**src/scp_pkg.sv**
```systemverilog
/*
  constants and types shared by the serial command port of the uart.
  assumes one 50 MHz clock and a sampled serial link from a bus master.
*/
package scp_pkg;
  // ---------------------------------------------------------------
  // frame command codes, top two bits of each 16-bit frame
  // ---------------------------------------------------------------
  typedef enum logic [1:0] {
    OP_RD_DATA = 2'b00,
    OP_RD_CFG  = 2'b01,
    OP_WR_DATA = 2'b10,
    OP_WR_CFG  = 2'b11
  } scp_op_t;

  typedef enum logic {
    TX_IDLE = 1'b0,
    TX_SEND = 1'b1
  } scp_tx_t;

  typedef enum logic {
    RX_IDLE = 1'b0,
    RX_RUN  = 1'b1
  } scp_rx_t;

  // ---------------------------------------------------------------
  // field positions of the setup word and the data word
  // ---------------------------------------------------------------
  localparam int CFG_FIFO_DIS = 13;
  localparam int CFG_SHDN     = 12;
  localparam int CFG_MASK_HI  = 11;
  localparam int CFG_MASK_LO  = 8;
  localparam int CFG_IR       = 7;
  localparam int CFG_STOP2    = 6;
  localparam int CFG_PAR_EN   = 5;
  localparam int CFG_LEN7     = 4;
  localparam int CFG_BAUD_HI  = 3;
  localparam int DW_TX_DIS    = 10;
  localparam int DW_RTS       = 9;
  localparam int DW_PAR       = 8;
  localparam int MSK_TX       = 3;
  localparam int MSK_RX       = 2;
  localparam int MSK_PAR      = 1;
  localparam int MSK_ACT      = 0;

  // ---------------------------------------------------------------
  // reset values and counts
  // ---------------------------------------------------------------
  localparam logic [13:0] CFG_RST     = 14'h0000;
  localparam logic [3:0]  MASK_RST    = 4'h0;
  localparam logic [4:0]  SYNC_RST    = 5'h19;
  localparam logic [4:0]  FRAME_LAST  = 5'h0f;
  localparam logic [4:0]  FRAME_BITS  = 5'h10;
  localparam logic [19:0] BAUD_UNIT   = 20'h00002;
  localparam logic [3:0]  OVS_MID     = 4'h7;
  localparam logic [3:0]  IR_TICKS    = 4'h3;
  localparam int          RXQ_DEPTH   = 8;
  localparam int          RXQ_WIDTH   = 9;
endpackage

```
**src/scp_top.sv**
```systemverilog
/*
  serial command port of a uart: frame decode, setup word, receive queue,
  a small transmitter and receiver, test mode.
  assumes a bus master driving chip select, serial clock and data in,
  with a serial clock far slower than MCLK_I.
*/

// -----------------------------------------------------------------
// receive queue
// -----------------------------------------------------------------
module scp_fifo
  import scp_pkg::*;
#(
  parameter int W = RXQ_WIDTH,
  parameter int D = RXQ_DEPTH
) (
  input  wire logic         clk_i,
  input  wire logic         rst_b_i,
  input  wire logic         flush_i,
  input  wire logic         in_valid_i,
  output logic              in_ready_o,
  input  wire logic [W-1:0] in_data_i,
  output logic              out_valid_o,
  input  wire logic         out_ready_i,
  output logic [W-1:0]      out_data_o
);
  localparam int AW = $clog2(D);
  logic [W-1:0] mem_r [D];
  logic [AW:0]  wp_r;
  logic [AW:0]  rp_r;
  wire          full_w;
  wire          push_w;
  wire          pop_w;

  assign full_w      = (wp_r[AW-1:0] == rp_r[AW-1:0]) && (wp_r[AW] != rp_r[AW]);
  assign in_ready_o  = !full_w;
  assign out_valid_o = (wp_r != rp_r);
  assign out_data_o  = mem_r[rp_r[AW-1:0]];
  assign push_w      = in_valid_i && !full_w;
  assign pop_w       = out_ready_i && out_valid_o;

  always_ff @(posedge clk_i) begin
    if (push_w) begin
      mem_r[wp_r[AW-1:0]] <= in_data_i;
    end
  end

  always_ff @(posedge clk_i or negedge rst_b_i) begin
    if (!rst_b_i) begin
      wp_r <= '0;
      rp_r <= '0;
    end else if (flush_i) begin
      wp_r <= '0;
      rp_r <= '0;
    end else begin
      if (push_w) wp_r <= wp_r + 1'b1;
      if (pop_w) rp_r <= rp_r + 1'b1;
    end
  end
endmodule

// -----------------------------------------------------------------
// top of the command port
// -----------------------------------------------------------------
module scp_top
  import scp_pkg::*;
(
  input  wire logic MCLK_I,
  input  wire logic RST_B_I,
  input  wire logic CS_B_I,
  input  wire logic SCLK_I,
  input  wire logic DIN_I,
  input  wire logic RX_I,
  input  wire logic CTS_B_I,
  output logic      DOUT_O,
  output logic      TX_O,
  output logic      RTS_B_O,
  output logic      IRQ_B_O
);
  function automatic logic [11:0] scp_frame(input logic [7:0] c, input logic p,
                                            input logic l7, input logic pe);
    logic [11:0] f;
    f      = 12'hfff;
    f[0]   = 1'b0;
    f[7:1] = c[6:0];
    if (l7) begin
      if (pe) f[8] = p;
    end else begin
      f[8] = c[7];
      if (pe) f[9] = p;
    end
    return f;
  endfunction

  // ---------------------------------------------------------------
  // pin synchronisers, change counts when stages two and three agree
  // ---------------------------------------------------------------
  wire  [4:0] pin_w;
  logic [4:0] s1_r, s2_r, s3_r, lvl_r, lvl_d_r;
  wire  [4:0] lvl_nxt;
  assign pin_w   = {CTS_B_I, RX_I, DIN_I, SCLK_I, CS_B_I};
  assign lvl_nxt = (s2_r & s3_r) | (lvl_r & (s2_r | s3_r));

  always_ff @(posedge MCLK_I or negedge RST_B_I) begin
    if (!RST_B_I) begin
      s1_r    <= SYNC_RST;
      s2_r    <= SYNC_RST;
      s3_r    <= SYNC_RST;
      lvl_r   <= SYNC_RST;
      lvl_d_r <= SYNC_RST;
    end else begin
      s1_r    <= pin_w;
      s2_r    <= s1_r;
      s3_r    <= s2_r;
      lvl_r   <= lvl_nxt;
      lvl_d_r <= lvl_r;
    end
  end

  wire cs_low   = !lvl_r[0];
  wire cs_fall  = lvl_d_r[0] && !lvl_r[0];
  wire cs_rise  = !lvl_d_r[0] && lvl_r[0];
  wire sck_rise = cs_low && lvl_r[1] && !lvl_d_r[1];
  wire sck_fall = cs_low && !lvl_r[1] && lvl_d_r[1];
  wire din      = lvl_r[2];
  wire rx_lvl   = lvl_r[3];
  wire rx_edge  = lvl_r[3] ^ lvl_d_r[3];
  wire cts_b    = lvl_r[4];

  // ---------------------------------------------------------------
  // state declarations
  // ---------------------------------------------------------------
  logic [4:0]  bitcnt_r, idx_r;
  logic [15:0] in_sr_r;
  logic [13:0] payload_r, pend_cfg_r, cfg_r;
  logic [1:0]  snap_rt_r;
  logic [10:0] dw_r;
  logic [3:0]  mask_r;
  logic        frame_ok_r, rd_taken_r, test_r, cfg_pend_r, rts_r, fe_r;
  scp_op_t     cmd_r;
  logic [8:0]  txbuf_r;
  logic        txbuf_full_r;
  scp_tx_t     tx_st_r;
  logic [11:0] tx_sr_r;
  logic [3:0]  tx_n_r, tx_sub_r;
  scp_rx_t     rx_st_r;
  logic [10:0] rx_sr_r;
  logic [3:0]  rx_n_r, rx_sub_r;
  logic        rx_vld_r;
  logic [8:0]  rx_word_r;
  logic [19:0] brg_r;

  // ---------------------------------------------------------------
  // receive queue and flags
  // ---------------------------------------------------------------
  wire        head_vld_w, q_ready_w, rx_take_w;
  wire [8:0]  head_w;
  wire        flush_w  = cs_rise && frame_ok_r && (cmd_r == OP_WR_CFG);
  wire        pop_w    = sck_fall && (bitcnt_r == FRAME_BITS) && rd_taken_r
                         && !cmd_r[0];
  wire        r_flag   = head_vld_w;
  wire        t_flag   = !txbuf_full_r;
  wire        shdn_w   = cfg_r[CFG_SHDN];
  wire        len7_w   = cfg_r[CFG_LEN7];
  wire        pe_w     = cfg_r[CFG_PAR_EN];
  assign      rx_take_w = rx_vld_r && (cfg_r[CFG_FIFO_DIS] ? !head_vld_w : q_ready_w);

  scp_fifo #(.W(RXQ_WIDTH), .D(RXQ_DEPTH)) u_rxq (
    .clk_i       (MCLK_I),
    .rst_b_i     (RST_B_I),
    .flush_i     (flush_w),
    .in_valid_i  (rx_take_w),
    .in_ready_o  (q_ready_w),
    .in_data_i   (rx_word_r),
    .out_valid_o (head_vld_w),
    .out_ready_i (pop_w),
    .out_data_o  (head_w)
  );

  // ---------------------------------------------------------------
  // frame shifter and command decode
  // ---------------------------------------------------------------
  wire [1:0]  op_early_w = {in_sr_r[0], din};
  wire [15:0] word_w     = {in_sr_r[14:0], din};
  wire [13:0] cfg_rb_w   = {cfg_r[13], shdn_w && tx_st_r == TX_IDLE, mask_r, cfg_r[7:0]};
  wire [13:0] dat_rb_w   = {3'h0, fe_r, !cts_b, head_vld_w ? head_w : 9'h000};
  wire [13:0] pay_sel_w  = (op_early_w == OP_RD_CFG) ? cfg_rb_w :
                           (op_early_w == OP_WR_CFG) ? 14'h0000 : dat_rb_w;
  wire        last_rise  = sck_rise && (bitcnt_r == FRAME_LAST);
  wire [15:0] out_word_w = {snap_rt_r, payload_r};
  wire        dout_nxt   = cs_low && out_word_w[4'(5'd15 - idx_r)];

  always_ff @(posedge MCLK_I or negedge RST_B_I) begin
    if (!RST_B_I) begin
      bitcnt_r   <= '0;
      idx_r      <= '0;
      in_sr_r    <= '0;
      payload_r  <= '0;
      snap_rt_r  <= '0;
      frame_ok_r <= 1'b0;
      rd_taken_r <= 1'b0;
      cmd_r      <= OP_RD_DATA;
    end else if (cs_fall) begin
      bitcnt_r   <= '0;
      idx_r      <= '0;
      payload_r  <= '0;
      snap_rt_r  <= {r_flag, t_flag};
      frame_ok_r <= 1'b0;
      rd_taken_r <= 1'b0;
    end else begin
      if (sck_rise && bitcnt_r < FRAME_BITS) begin
        in_sr_r  <= word_w;
        bitcnt_r <= bitcnt_r + 5'h01;
      end
      if (sck_rise && bitcnt_r == 5'h01) begin
        payload_r  <= pay_sel_w;
        rd_taken_r <= head_vld_w;
      end
      if (last_rise) begin
        frame_ok_r <= 1'b1;
        cmd_r      <= scp_op_t'(word_w[15:14]);
      end
      if (sck_fall && idx_r < FRAME_LAST) idx_r <= idx_r + 5'h01;
    end
  end

  // ---------------------------------------------------------------
  // setup word, data write fields, test mode
  // ---------------------------------------------------------------
  wire tx_done_w = (tx_st_r == TX_IDLE) && !txbuf_full_r;
  wire dw_go_w   = cs_rise && frame_ok_r && (cmd_r == OP_WR_DATA);

  always_ff @(posedge MCLK_I or negedge RST_B_I) begin
    if (!RST_B_I) begin
      mask_r     <= MASK_RST;
      pend_cfg_r <= CFG_RST;
      cfg_r      <= CFG_RST;
      cfg_pend_r <= 1'b0;
      dw_r       <= '0;
      test_r     <= 1'b0;
      rts_r      <= 1'b0;
    end else begin
      if (last_rise && word_w[15:14] == OP_WR_CFG) begin
        mask_r     <= word_w[CFG_MASK_HI:CFG_MASK_LO];
        pend_cfg_r <= word_w[13:0];
      end
      if (last_rise && word_w[15:14] == OP_RD_CFG) test_r <= word_w[0];
      else if (cs_rise) test_r <= 1'b0;
      if (last_rise && word_w[15:14] == OP_WR_DATA) dw_r <= word_w[10:0];
      if (flush_w) cfg_pend_r <= 1'b1;
      else if (cfg_pend_r && tx_done_w) begin
        cfg_r      <= pend_cfg_r;
        cfg_pend_r <= 1'b0;
      end
      if (dw_go_w) rts_r <= dw_r[DW_RTS];
    end
  end

  // ---------------------------------------------------------------
  // baud generator, 16x tick, stops in shutdown once idle
  // ---------------------------------------------------------------
  wire [19:0] div_w    = 20'(BAUD_UNIT << cfg_r[CFG_BAUD_HI:0]);
  wire        run_w    = !(shdn_w && tx_st_r == TX_IDLE);
  wire        tick_w   = run_w && (brg_r == 20'h00000);
  wire        tclk_w   = brg_r >= (div_w >> 1);

  always_ff @(posedge MCLK_I or negedge RST_B_I) begin
    if (!RST_B_I) brg_r <= '0;
    else if (!run_w) brg_r <= '0;
    else brg_r <= (brg_r == 20'h00000) ? div_w - 20'h00001 : brg_r - 20'h00001;
  end

  // ---------------------------------------------------------------
  // transmitter: holding buffer and shifter
  // ---------------------------------------------------------------
  wire [3:0] tx_len_w = 4'ha - {3'h0, cfg_r[CFG_LEN7]} + {3'h0, pe_w}
                        + {3'h0, cfg_r[CFG_STOP2]};

  always_ff @(posedge MCLK_I or negedge RST_B_I) begin
    if (!RST_B_I) begin
      txbuf_r      <= '0;
      txbuf_full_r <= 1'b0;
      tx_st_r      <= TX_IDLE;
      tx_sr_r      <= 12'hfff;
      tx_n_r       <= '0;
      tx_sub_r     <= '0;
    end else begin
      if (dw_go_w && !dw_r[DW_TX_DIS] && !txbuf_full_r) begin
        txbuf_r      <= dw_r[8:0];
        txbuf_full_r <= 1'b1;
      end else if (flush_w) begin
        txbuf_full_r <= 1'b0;
      end else if (tx_st_r == TX_IDLE && txbuf_full_r && tick_w && !dw_go_w) begin
        txbuf_full_r <= 1'b0;
      end
      unique case (tx_st_r)
        TX_IDLE: begin
          if (txbuf_full_r && tick_w && !flush_w && !dw_go_w) begin
            tx_sr_r  <= scp_frame(txbuf_r[7:0], txbuf_r[DW_PAR], len7_w, pe_w);
            tx_n_r   <= tx_len_w;
            tx_sub_r <= '0;
            tx_st_r  <= TX_SEND;
          end
        end
        TX_SEND: begin
          if (tick_w) begin
            tx_sub_r <= tx_sub_r + 4'h1;
            if (tx_sub_r == 4'hf) begin
              tx_sr_r <= {1'b1, tx_sr_r[11:1]};
              tx_n_r  <= tx_n_r - 4'h1;
              if (tx_n_r == 4'h1) tx_st_r <= TX_IDLE;
            end
          end
        end
      endcase
    end
  end

  wire tx_bit_w = (tx_st_r == TX_IDLE) || tx_sr_r[0];
  wire ir_out_w = (tx_st_r == TX_SEND) && !tx_sr_r[0] && (tx_sub_r < IR_TICKS);
  wire test_w   = test_r && cs_low;
  wire tx_nxt   = !test_w && (cfg_r[CFG_IR] ? ir_out_w : tx_bit_w);
  wire rts_nxt  = test_w ? tclk_w : !rts_r;

  // ---------------------------------------------------------------
  // receiver, sampled mid-bit at 16x
  // ---------------------------------------------------------------
  wire [3:0] rx_stop_w = 4'h9 - {3'h0, len7_w} + {3'h0, pe_w};
  wire [7:0] rx_char_w = len7_w ? {1'b0, rx_sr_r[7:1]} : rx_sr_r[8:1];
  wire       rx_par_w  = pe_w && (len7_w ? rx_sr_r[8] : rx_sr_r[9]);
  wire       rx_mid_w  = tick_w && rx_st_r == RX_RUN && rx_sub_r == OVS_MID;
  wire       rx_fe_w   = rx_mid_w && rx_n_r == rx_stop_w && !rx_lvl;
  wire       rx_ok_w   = rx_mid_w && rx_n_r == rx_stop_w && rx_lvl;

  always_ff @(posedge MCLK_I or negedge RST_B_I) begin
    if (!RST_B_I) begin
      rx_st_r   <= RX_IDLE;
      rx_sr_r   <= '0;
      rx_n_r    <= '0;
      rx_sub_r  <= '0;
      rx_vld_r  <= 1'b0;
      rx_word_r <= '0;
    end else begin
      if (rx_ok_w) begin
        rx_vld_r  <= 1'b1;
        rx_word_r <= {rx_par_w, rx_char_w};
      end else if (flush_w || rx_take_w) rx_vld_r <= 1'b0;
      unique case (rx_st_r)
        RX_IDLE: begin
          if (tick_w && !rx_lvl && !shdn_w) begin
            rx_st_r  <= RX_RUN;
            rx_sub_r <= 4'h1;
            rx_n_r   <= '0;
          end
        end
        RX_RUN: begin
          if (tick_w) rx_sub_r <= rx_sub_r + 4'h1;
          if (rx_mid_w) begin
            rx_sr_r[rx_n_r] <= rx_lvl;
            rx_n_r          <= rx_n_r + 4'h1;
            if ((rx_n_r == 4'h0 && rx_lvl) || rx_n_r == rx_stop_w) rx_st_r <= RX_IDLE;
          end
        end
      endcase
    end
  end

  // ---------------------------------------------------------------
  // activity or framing flag, set wins over clear
  // ---------------------------------------------------------------
  always_ff @(posedge MCLK_I or negedge RST_B_I) begin
    if (!RST_B_I) fe_r <= 1'b0;
    else if (rx_fe_w || (shdn_w && rx_edge)) fe_r <= 1'b1;
    else if (flush_w || rx_ok_w) fe_r <= 1'b0;
  end

  // ---------------------------------------------------------------
  // interrupt level and output flops
  // ---------------------------------------------------------------
  wire irq_nxt = !((mask_r[MSK_TX] && t_flag) || (mask_r[MSK_RX] && r_flag)
                   || (mask_r[MSK_PAR] && r_flag && head_w[8])
                   || (mask_r[MSK_ACT] && fe_r));

  always_ff @(posedge MCLK_I or negedge RST_B_I) begin
    if (!RST_B_I) begin
      DOUT_O  <= 1'b0;
      TX_O    <= 1'b1;
      RTS_B_O <= 1'b1;
      IRQ_B_O <= 1'b1;
    end else begin
      DOUT_O  <= dout_nxt;
      TX_O    <= tx_nxt;
      RTS_B_O <= rts_nxt;
      IRQ_B_O <= irq_nxt;
    end
  end
endmodule

```
**config.mk**
```make
export PLATFORM = sky130hd
export DESIGN_NAME = scp_top
export DESIGN_NICKNAME = d
export VERILOG_FILES = /design/src/scp_pkg.sv /design/src/scp_top.sv
export SDC_FILE = /design/constraint.sdc
export NUM_CORES = 1
export LEC_CHECK = 0
export ABC_AREA = 1
export BUFFER_PORTS_ARGS = -buffer_cell sky130_fd_sc_hd__buf_4
export CORE_UTILIZATION = 35
export DETAILED_ROUTE_END_ITERATION = 8
export SLEW_MARGIN = 10
export SYNTH_ARGS = -nofsm -noshare
export SYNTH_HDL_FRONTEND = slang
export SYNTH_SLANG_ARGS = --single-unit
```
**constraint.sdc**
```tcl
create_clock -name MCLK_I -period 4.4 [get_ports MCLK_I]
set_clock_uncertainty 0.2 [all_clocks]
set_input_delay 0.22 -clock MCLK_I [delete_from_list [all_inputs] [get_ports MCLK_I]]
set_output_delay 0.22 -clock MCLK_I [all_outputs]
set_load 0.05 [all_outputs]
```
Word-level counts from Yosys, hierarchy flattened
Memory sizes are Yosys's and may differ from the RTL's.
Index checks and enable logic that the tools add are counted.
{"block": "totals", "regBits": 209, "ramBits": 72, "in_bits": 7, "mem_count": 1}
{"block": "op_classes", "n_addsub": 16, "magnitude_cmp": 7, "n_eq_ne": 23, "shift": 1, "muxes": 71, "bitwise_logic": 9, "n_reduce_logical": 104}
{"memory": "u_rxq.mem_r", "depth": 8, "width": 9, "read_ports": 1, "rd_ports_with_merged_regs": 0, "write_ports": 1, "line": "scp_top.sv:28", "source": "logic [W-1:0] mem_r [D];"}
{"cell": "logical AND 1 bit", "n": 56}
{"cell": "two-way mux 4 bit", "n": 13}
{"cell": "two-way mux 14 bit", "n": 3}
{"cell": "two-way mux 20 bit", "n": 2}
{"cell": "subtractor 20 x 1 -> 20 bit, second input constant", "n": 2}
{"cell": "two-way mux 12 bit", "n": 3}
{"cell": "two-way mux 1 bit", "n": 33}
{"cell": "case mux 4 bit (2 select lines)", "n": 4}
{"cell": "case mux 12 bit (2 select lines)", "n": 1}
{"cell": "adder 4 x 1 -> 4 bit, second input constant", "n": 5}
{"cell": "greater-or-equal comparator 20 x 19 -> 1 bit", "n": 1}
{"cell": "logical NOT 20 bit", "n": 1}
{"cell": "two-way mux 5 bit", "n": 4}
{"cell": "nonzero test 2 bit", "n": 10}
{"cell": "<< shifter 2 x 4 -> 20 bit, first input constant", "n": 1}
{"cell": "logical NOT 1 bit", "n": 19}
{"cell": "AND reduction 2 bit", "n": 7}
{"cell": "adder 4 x 1 -> 4 bit", "n": 3}
{"cell": "bitwise mux 11 bit", "n": 1}
{"cell": "two-way mux 11 bit", "n": 1}
{"cell": "adder 5 x 1 -> 5 bit, second input constant", "n": 2}
{"cell": "AND 5 bit", "n": 2}
{"cell": "== test 2 bit, second input constant", "n": 5}
{"cell": "less-than comparator 4 x 5 -> 1 bit, second input constant", "n": 2}
{"cell": "32 further kinds", "n": 50}

Depth between registers and ports, before layout
{"block": "logic_depth", "depth_word": 11, "depth_mapped": 15}

Hierarchy
A second synthesis with hierarchy kept.
{"block": "unflattened", "hier_cells": 1327, "area_unflattened_um2": 12398.1}
{"mod": "scp_top", "instances": 1, "cells_each": 1038, "area_per_inst_um2": 9016.1}
{"mod": "scp_fifo", "instances": 1, "cells_each": 289, "area_per_inst_um2": 3382.0}

Least setup slack after synthesis
No wires, ideal clock.
{"block": "synth_timing", "path_type": "flip-flop to flip-flop", "startpoint": "register brg_r[9]", "endpoint": "register brg_r[14]", "setup_ns": 0.119, "arrival_ns": 2.087, "t_required_ns": 4.081, "path_slack_ns": 1.994, "stages_incl_launch_ff": 15, "path_buffers": 1, "synth_period_minus_slack_ns": 2.406, "path_cell_list": "dfrtp_1 nor2_1 nand2_1 nor2_4 buf_2 nand4_1 nand2_1 ha_1 nand3_1 nor2_1 nand3_1 nor2_2 nand3_1 nand2_1 nor2_1"}
{"block": "synth_between", "elab_chain_cells": 3, "elab_cells_between_ends": 4, "cone_classes": "1 x add/sub; 2 x mux; 1 x reduce/logical"}
{"item": "start, declared", "line": "scp_top.sv:151", "source": "logic [19:0] brg_r;"}
{"item": "start signal, assigned", "line": "scp_top.sv:270", "source": "else brg_r <= (brg_r == 20'h00000) ? div_w - 20'h00001 : brg_r - 20'h00001;"}
{"item": "subtractor 20 x 1 -> 20 bit or logical NOT 20 bit (tied branches)", "line": "scp_top.sv:270"}
{"item": "two-way mux 20 bit *", "line": "scp_top.sv:270"}
{"item": "two-way mux 20 bit *", "line": "scp_top.sv:269", "source": "else if (!run_w) brg_r <= '0;"}
Every way passes the cells marked *; elsewhere a longest branch is shown, timed or not.
A chain may end at the register's enable or synchronous reset.

Worst setup path in the final report
{"block": "layout_timing", "startpoint": "register u_rxq.rp_r[0]", "endpoint": "memory u_rxq.mem_r[6][0] in the netlist's numbering (enable)"}
{"block": "layout_between", "elab_chain_cells": 8, "elab_cells_between_ends": 10, "cone_classes": "2 x eq/ne; 3 x mux; 5 x reduce/logical"}
{"item": "start, declared", "line": "scp_top.sv:30", "source": "logic [AW:0] rp_r;"}
{"item": "start signal, assigned", "line": "scp_top.sv:57", "source": "if (pop_w) rp_r <= rp_r + 1'b1;"}
{"item": "== test 3 bit", "line": "scp_top.sv:35", "source": "assign full_w = (wp_r[AW-1:0] == rp_r[AW-1:0]) && (wp_r[AW] != rp_r[AW]);"}
{"item": "logical AND 1 bit", "line": "scp_top.sv:35"}
{"item": "logical NOT 1 bit", "line": "scp_top.sv:36, scp_top.sv:39"}
{"item": "two-way mux 1 bit", "line": "scp_top.sv:166", "source": "assign rx_take_w = rx_vld_r && (cfg_r[CFG_FIFO_DIS] ? !head_vld_w : q_ready_w);"}
{"item": "logical AND 1 bit", "line": "scp_top.sv:166"}
{"item": "logical AND 1 bit *", "line": "scp_top.sv:39", "source": "assign push_w = in_valid_i && !full_w;"}
{"item": "two-way mux 1 bit *", "line": "scp_top.sv:43", "source": "if (push_w) begin"}
{"item": "two-way mux 1 bit (not written as such) *", "line": "scp_top.sv:44", "source": "mem_r[wp_r[AW-1:0]] <= in_data_i;"}
{"item": "end, declared", "line": "scp_top.sv:28"}
Marks and branches as above.

==> impl_metrics.toml <==
[grt]
grt_max_degree = 121
grt_usage = 0.1605
first_global_vias = 8623
overflow = 0
antenna_found_initial = 0
grt_pass1_wl_mm = 46.30

[clocking]
cts_hold_buf = 6
htreeDepth = 1
cts_root_buffer = "clkbuf_16"
cts_buffers = 28
clkLatencyLatePin_ns = 0.54
cts_tree = "done"
post-cts-setup-buffers = 0
clockBufferDepth = 3
clkTransAtPathRegs_ns = 0.06
cts_num_sinks = 268
cts_resized = 0

[final_layout]
n_antenna_cell = 0
fillerInstances = 3323
drive_gt1_frac = 0.09219
nNetsFinal = 1366
final_cells = 1800
syn2layout_area_growth_pct = 13.22

[floorplan]
fp-row-count = 68
die-height_um = 188.9
io-pin-count = 11
die_area_mm2 = 0.03567
coreArea_mm2 = 0.03446
die_width_um = 188.9
initial_utilization = 0.3547

[sta]
tightest_slew_ns = 0.8771
tns_ns = 0
slew_violations = 0
setup_viol = 0
max_slew_margin = 0.4104
fmax_mhz = 331.4
rsz0062_at_grt = "no"
hold_violations = 0
period_needed_ns = 3.017
min_period_over_period = 0.6858

[critical_path]
timing.rr.start = "u_rxq.rp_r[0]$_DFFE_PN0P_"
critical_path_peak_fanout = 39
r2r.worst_path.cells = 10
slowest_stage = "nor2_1"
cp_top_family = "simple AND/OR/NAND/NOR gates"
cp_slowest_stage_delay_ns = 0.67
crit_top_cell = "nand2_1"
path_cells = "buf_4, nand2_1, nand4_1, nor2_1, nand2_1, o21ai_0, nand2_1, inv_1, nand2_1, nor2_1"
r2r_slack_ns = 1.38
path_buf_inv = 2
timing.rr.end = "u_rxq.mem_r[6][0]$_DFFE_PP_"
cp-start-kind = "flip-flop"
worstPathRequired_ns = 4.37
worst_setup_path_end_kind = "flip-flop"
critPathKind = "flip-flop to flip-flop"
worstPathArrival_ns = 2.98

[route]
drc = 0
vias = 8884
detail_route.wl_per_cell_um = 15.41
via_per_inst = 4.936
firstDrtPassIters = 5
postRouteAntennaNets = 0
drt_iter0_markers = 667
wirelength_mm = 27.74

[synth]
ys_ff_latch = 268
synth_largest_area_cell = "dfrtp_1"
ys_async_sr_fraction = 0.7313
netlist_area_mm2 = 0.01222
yosys_warnings = 0
ys.flop_type = "dfrtp_1"
ys_seq_area_frac = 0.5809
ys_top_cells_by_area = "dfrtp_1, edfxtp_1, nand2_1, o21ai_0, dfstp_2"
syn-num-nets = 1353
synth_cell_type_count = 49
synth_edf_count = 72
synthDominantCellAreaShare = 0.3460
syn_area_per_cell_um2 = 9.331
synth_cells = 1310

[pwr]
ir_worst_vdd_mv = 0.3486
p_per_area_mw_per_mm2 = 401.7
swShare = 0.2354
power.share.sequential = 0.492
finalPower_uw = 5559
intPower_uw = 4250
p_clk_frac = 0.453
switching_power_uw = 1309
p_comb_frac = 0.055
p_leak_uw = 0.006043

[placement]
gp_congestion = 0.8626
io_buffers = 10
dp.cells = 1742
hpwl_mm = 19.11

[run]
cap_violations = 0

[run_status]
status = "complete, no violations"

[hold_path]
hold_path.class = "input port to async pin"
layout by cell type, fill, tap and decap left out, drive strengths merged, types with 18 or more instances in the layout:
cell type,instances
o21ai,145
inv,146
dfstp,27
buf,18
nand4,31
dfrtp,169
nor2,178
edfxtp,72
nand3,62
nand2,243
ha,36
a21oi,55
clkbuf,39
o22ai,20
nor3,19
layer usage:
| metal | vias up | track usage | wire [um] |
|---|---|---|---|
| li1 | 4428 | - | - |
| met3 | 44 | 0.01946 | 1217 |
| met4 | 0 | 0.04125 | 611 |
| met1 | 4238 | 0.2315 | 13180 |
| met2 | 174 | 0.2558 | 12730 |
| met5 | - | 0 | 0 |
how the worst max path moves through the flow:
stage                                    startpoint                     endpoint  slack (ns)  cells after the start
final                     u_rxq.rp_r[0]$_DFFE_PN0P_  u_rxq.mem_r[6][0]$_DFFE_PP_        1.38                     10
after detailed placement  u_rxq.rp_r[0]$_DFFE_PN0P_  u_rxq.mem_r[6][0]$_DFFE_PP_        1.41                     10
after CTS                 u_rxq.rp_r[0]$_DFFE_PN0P_  u_rxq.mem_r[6][4]$_DFFE_PP_        1.38                     10
after floorplan                  brg_r[9]$_DFF_PN0_          brg_r[14]$_DFF_PN0_        1.99                     14
after global placement    u_rxq.rp_r[0]$_DFFE_PN0P_  u_rxq.mem_r[5][2]$_DFFE_PP_        1.50                     10
after global routing      u_rxq.rp_r[0]$_DFFE_PN0P_  u_rxq.mem_r[5][8]$_DFFE_PP_        1.08                     10
cells in the mapped netlist (all sizes together) (7+ instances only):
| cell | instances |
|---|---|
| o21ai | 145 |
| nand4 | 31 |
| mux2 | 8 |
| a21oi | 55 |
| clkbuf | 28 |
| o221ai | 7 |
| dfrtp | 169 |
| edfxtp | 72 |
| nand3 | 62 |
| nand2 | 243 |
| ha | 36 |
| dfstp | 27 |
| a31oi | 12 |
| nor3 | 19 |
| nor2 | 178 |
| buf | 14 |
| inv | 143 |
| o22ai | 20 |
power by group through the flow:
stage	clock (uW)	combinational, uW	sequential, uW
5_1_grt	2670	363	2750
3_5_place_dp	0	308	2780
4_1_cts	2570	314	2730
2_1_floorplan	0	198	2760
6_report	2520	306	2740
3_3_place_gp	0	302	2780
cell families after synthesis:
logic type / synth area share
compound gates: 0.1158
mux: 0.007370
buf+inv: 0.05896
simple gates: 0.1903
fa+ha+maj: 0.04095
xor+xnor: 0.005732
flops: 0.5809
sequential cells by signal, indices dropped and copies added, names as in the netlist, 5 cells and up:
register     count
bitcnt_r         5
brg_r           20
cfg_r           10
dw_r            11
idx_r            5
in_sr_r         15
lvl_r            5
payload_r       14
pend_cfg_r      14
rx_sr_r          9
rx_word_r        9
s1_r             5
s2_r             5
s3_r             5
tx_sr_r         10
txbuf_r          9
u_rxq.mem_r     72
metrics by stage:
stage                 util  setup slack (ns)  hold slack (ns)  cell area (um2)
floorplan                -             1.994          -0.2756            12220
global placement    0.3709             1.495          0.08532            12780
detailed placement  0.3709             1.413          0.09365            12780
finish              0.4016             1.383          0.04853            13840
global route        0.4016             1.076           0.1207            13840
CTS                 0.4016             1.384          0.09519            13840
layout make-up:
| class | instances | area, um2 | area share |
|---|---|---|---|
| Sequential cell | 268 | 7101 | 0.5131 |
| Multi-Input combinational cell | 856 | 4408 | 0.3185 |
| Clock buffer | 38 | 830.8 | 0.06004 |
| Tap cell | 455 | 569.3 | 0.04114 |
| Inverter | 144 | 540.5 | 0.03906 |
| Timing Repair Buffer | 25 | 221.5 | 0.01600 |
| Clock inverter | 14 | 167.7 | 0.01212 |
Note: power is estimated with default switching activity, not from simulation.
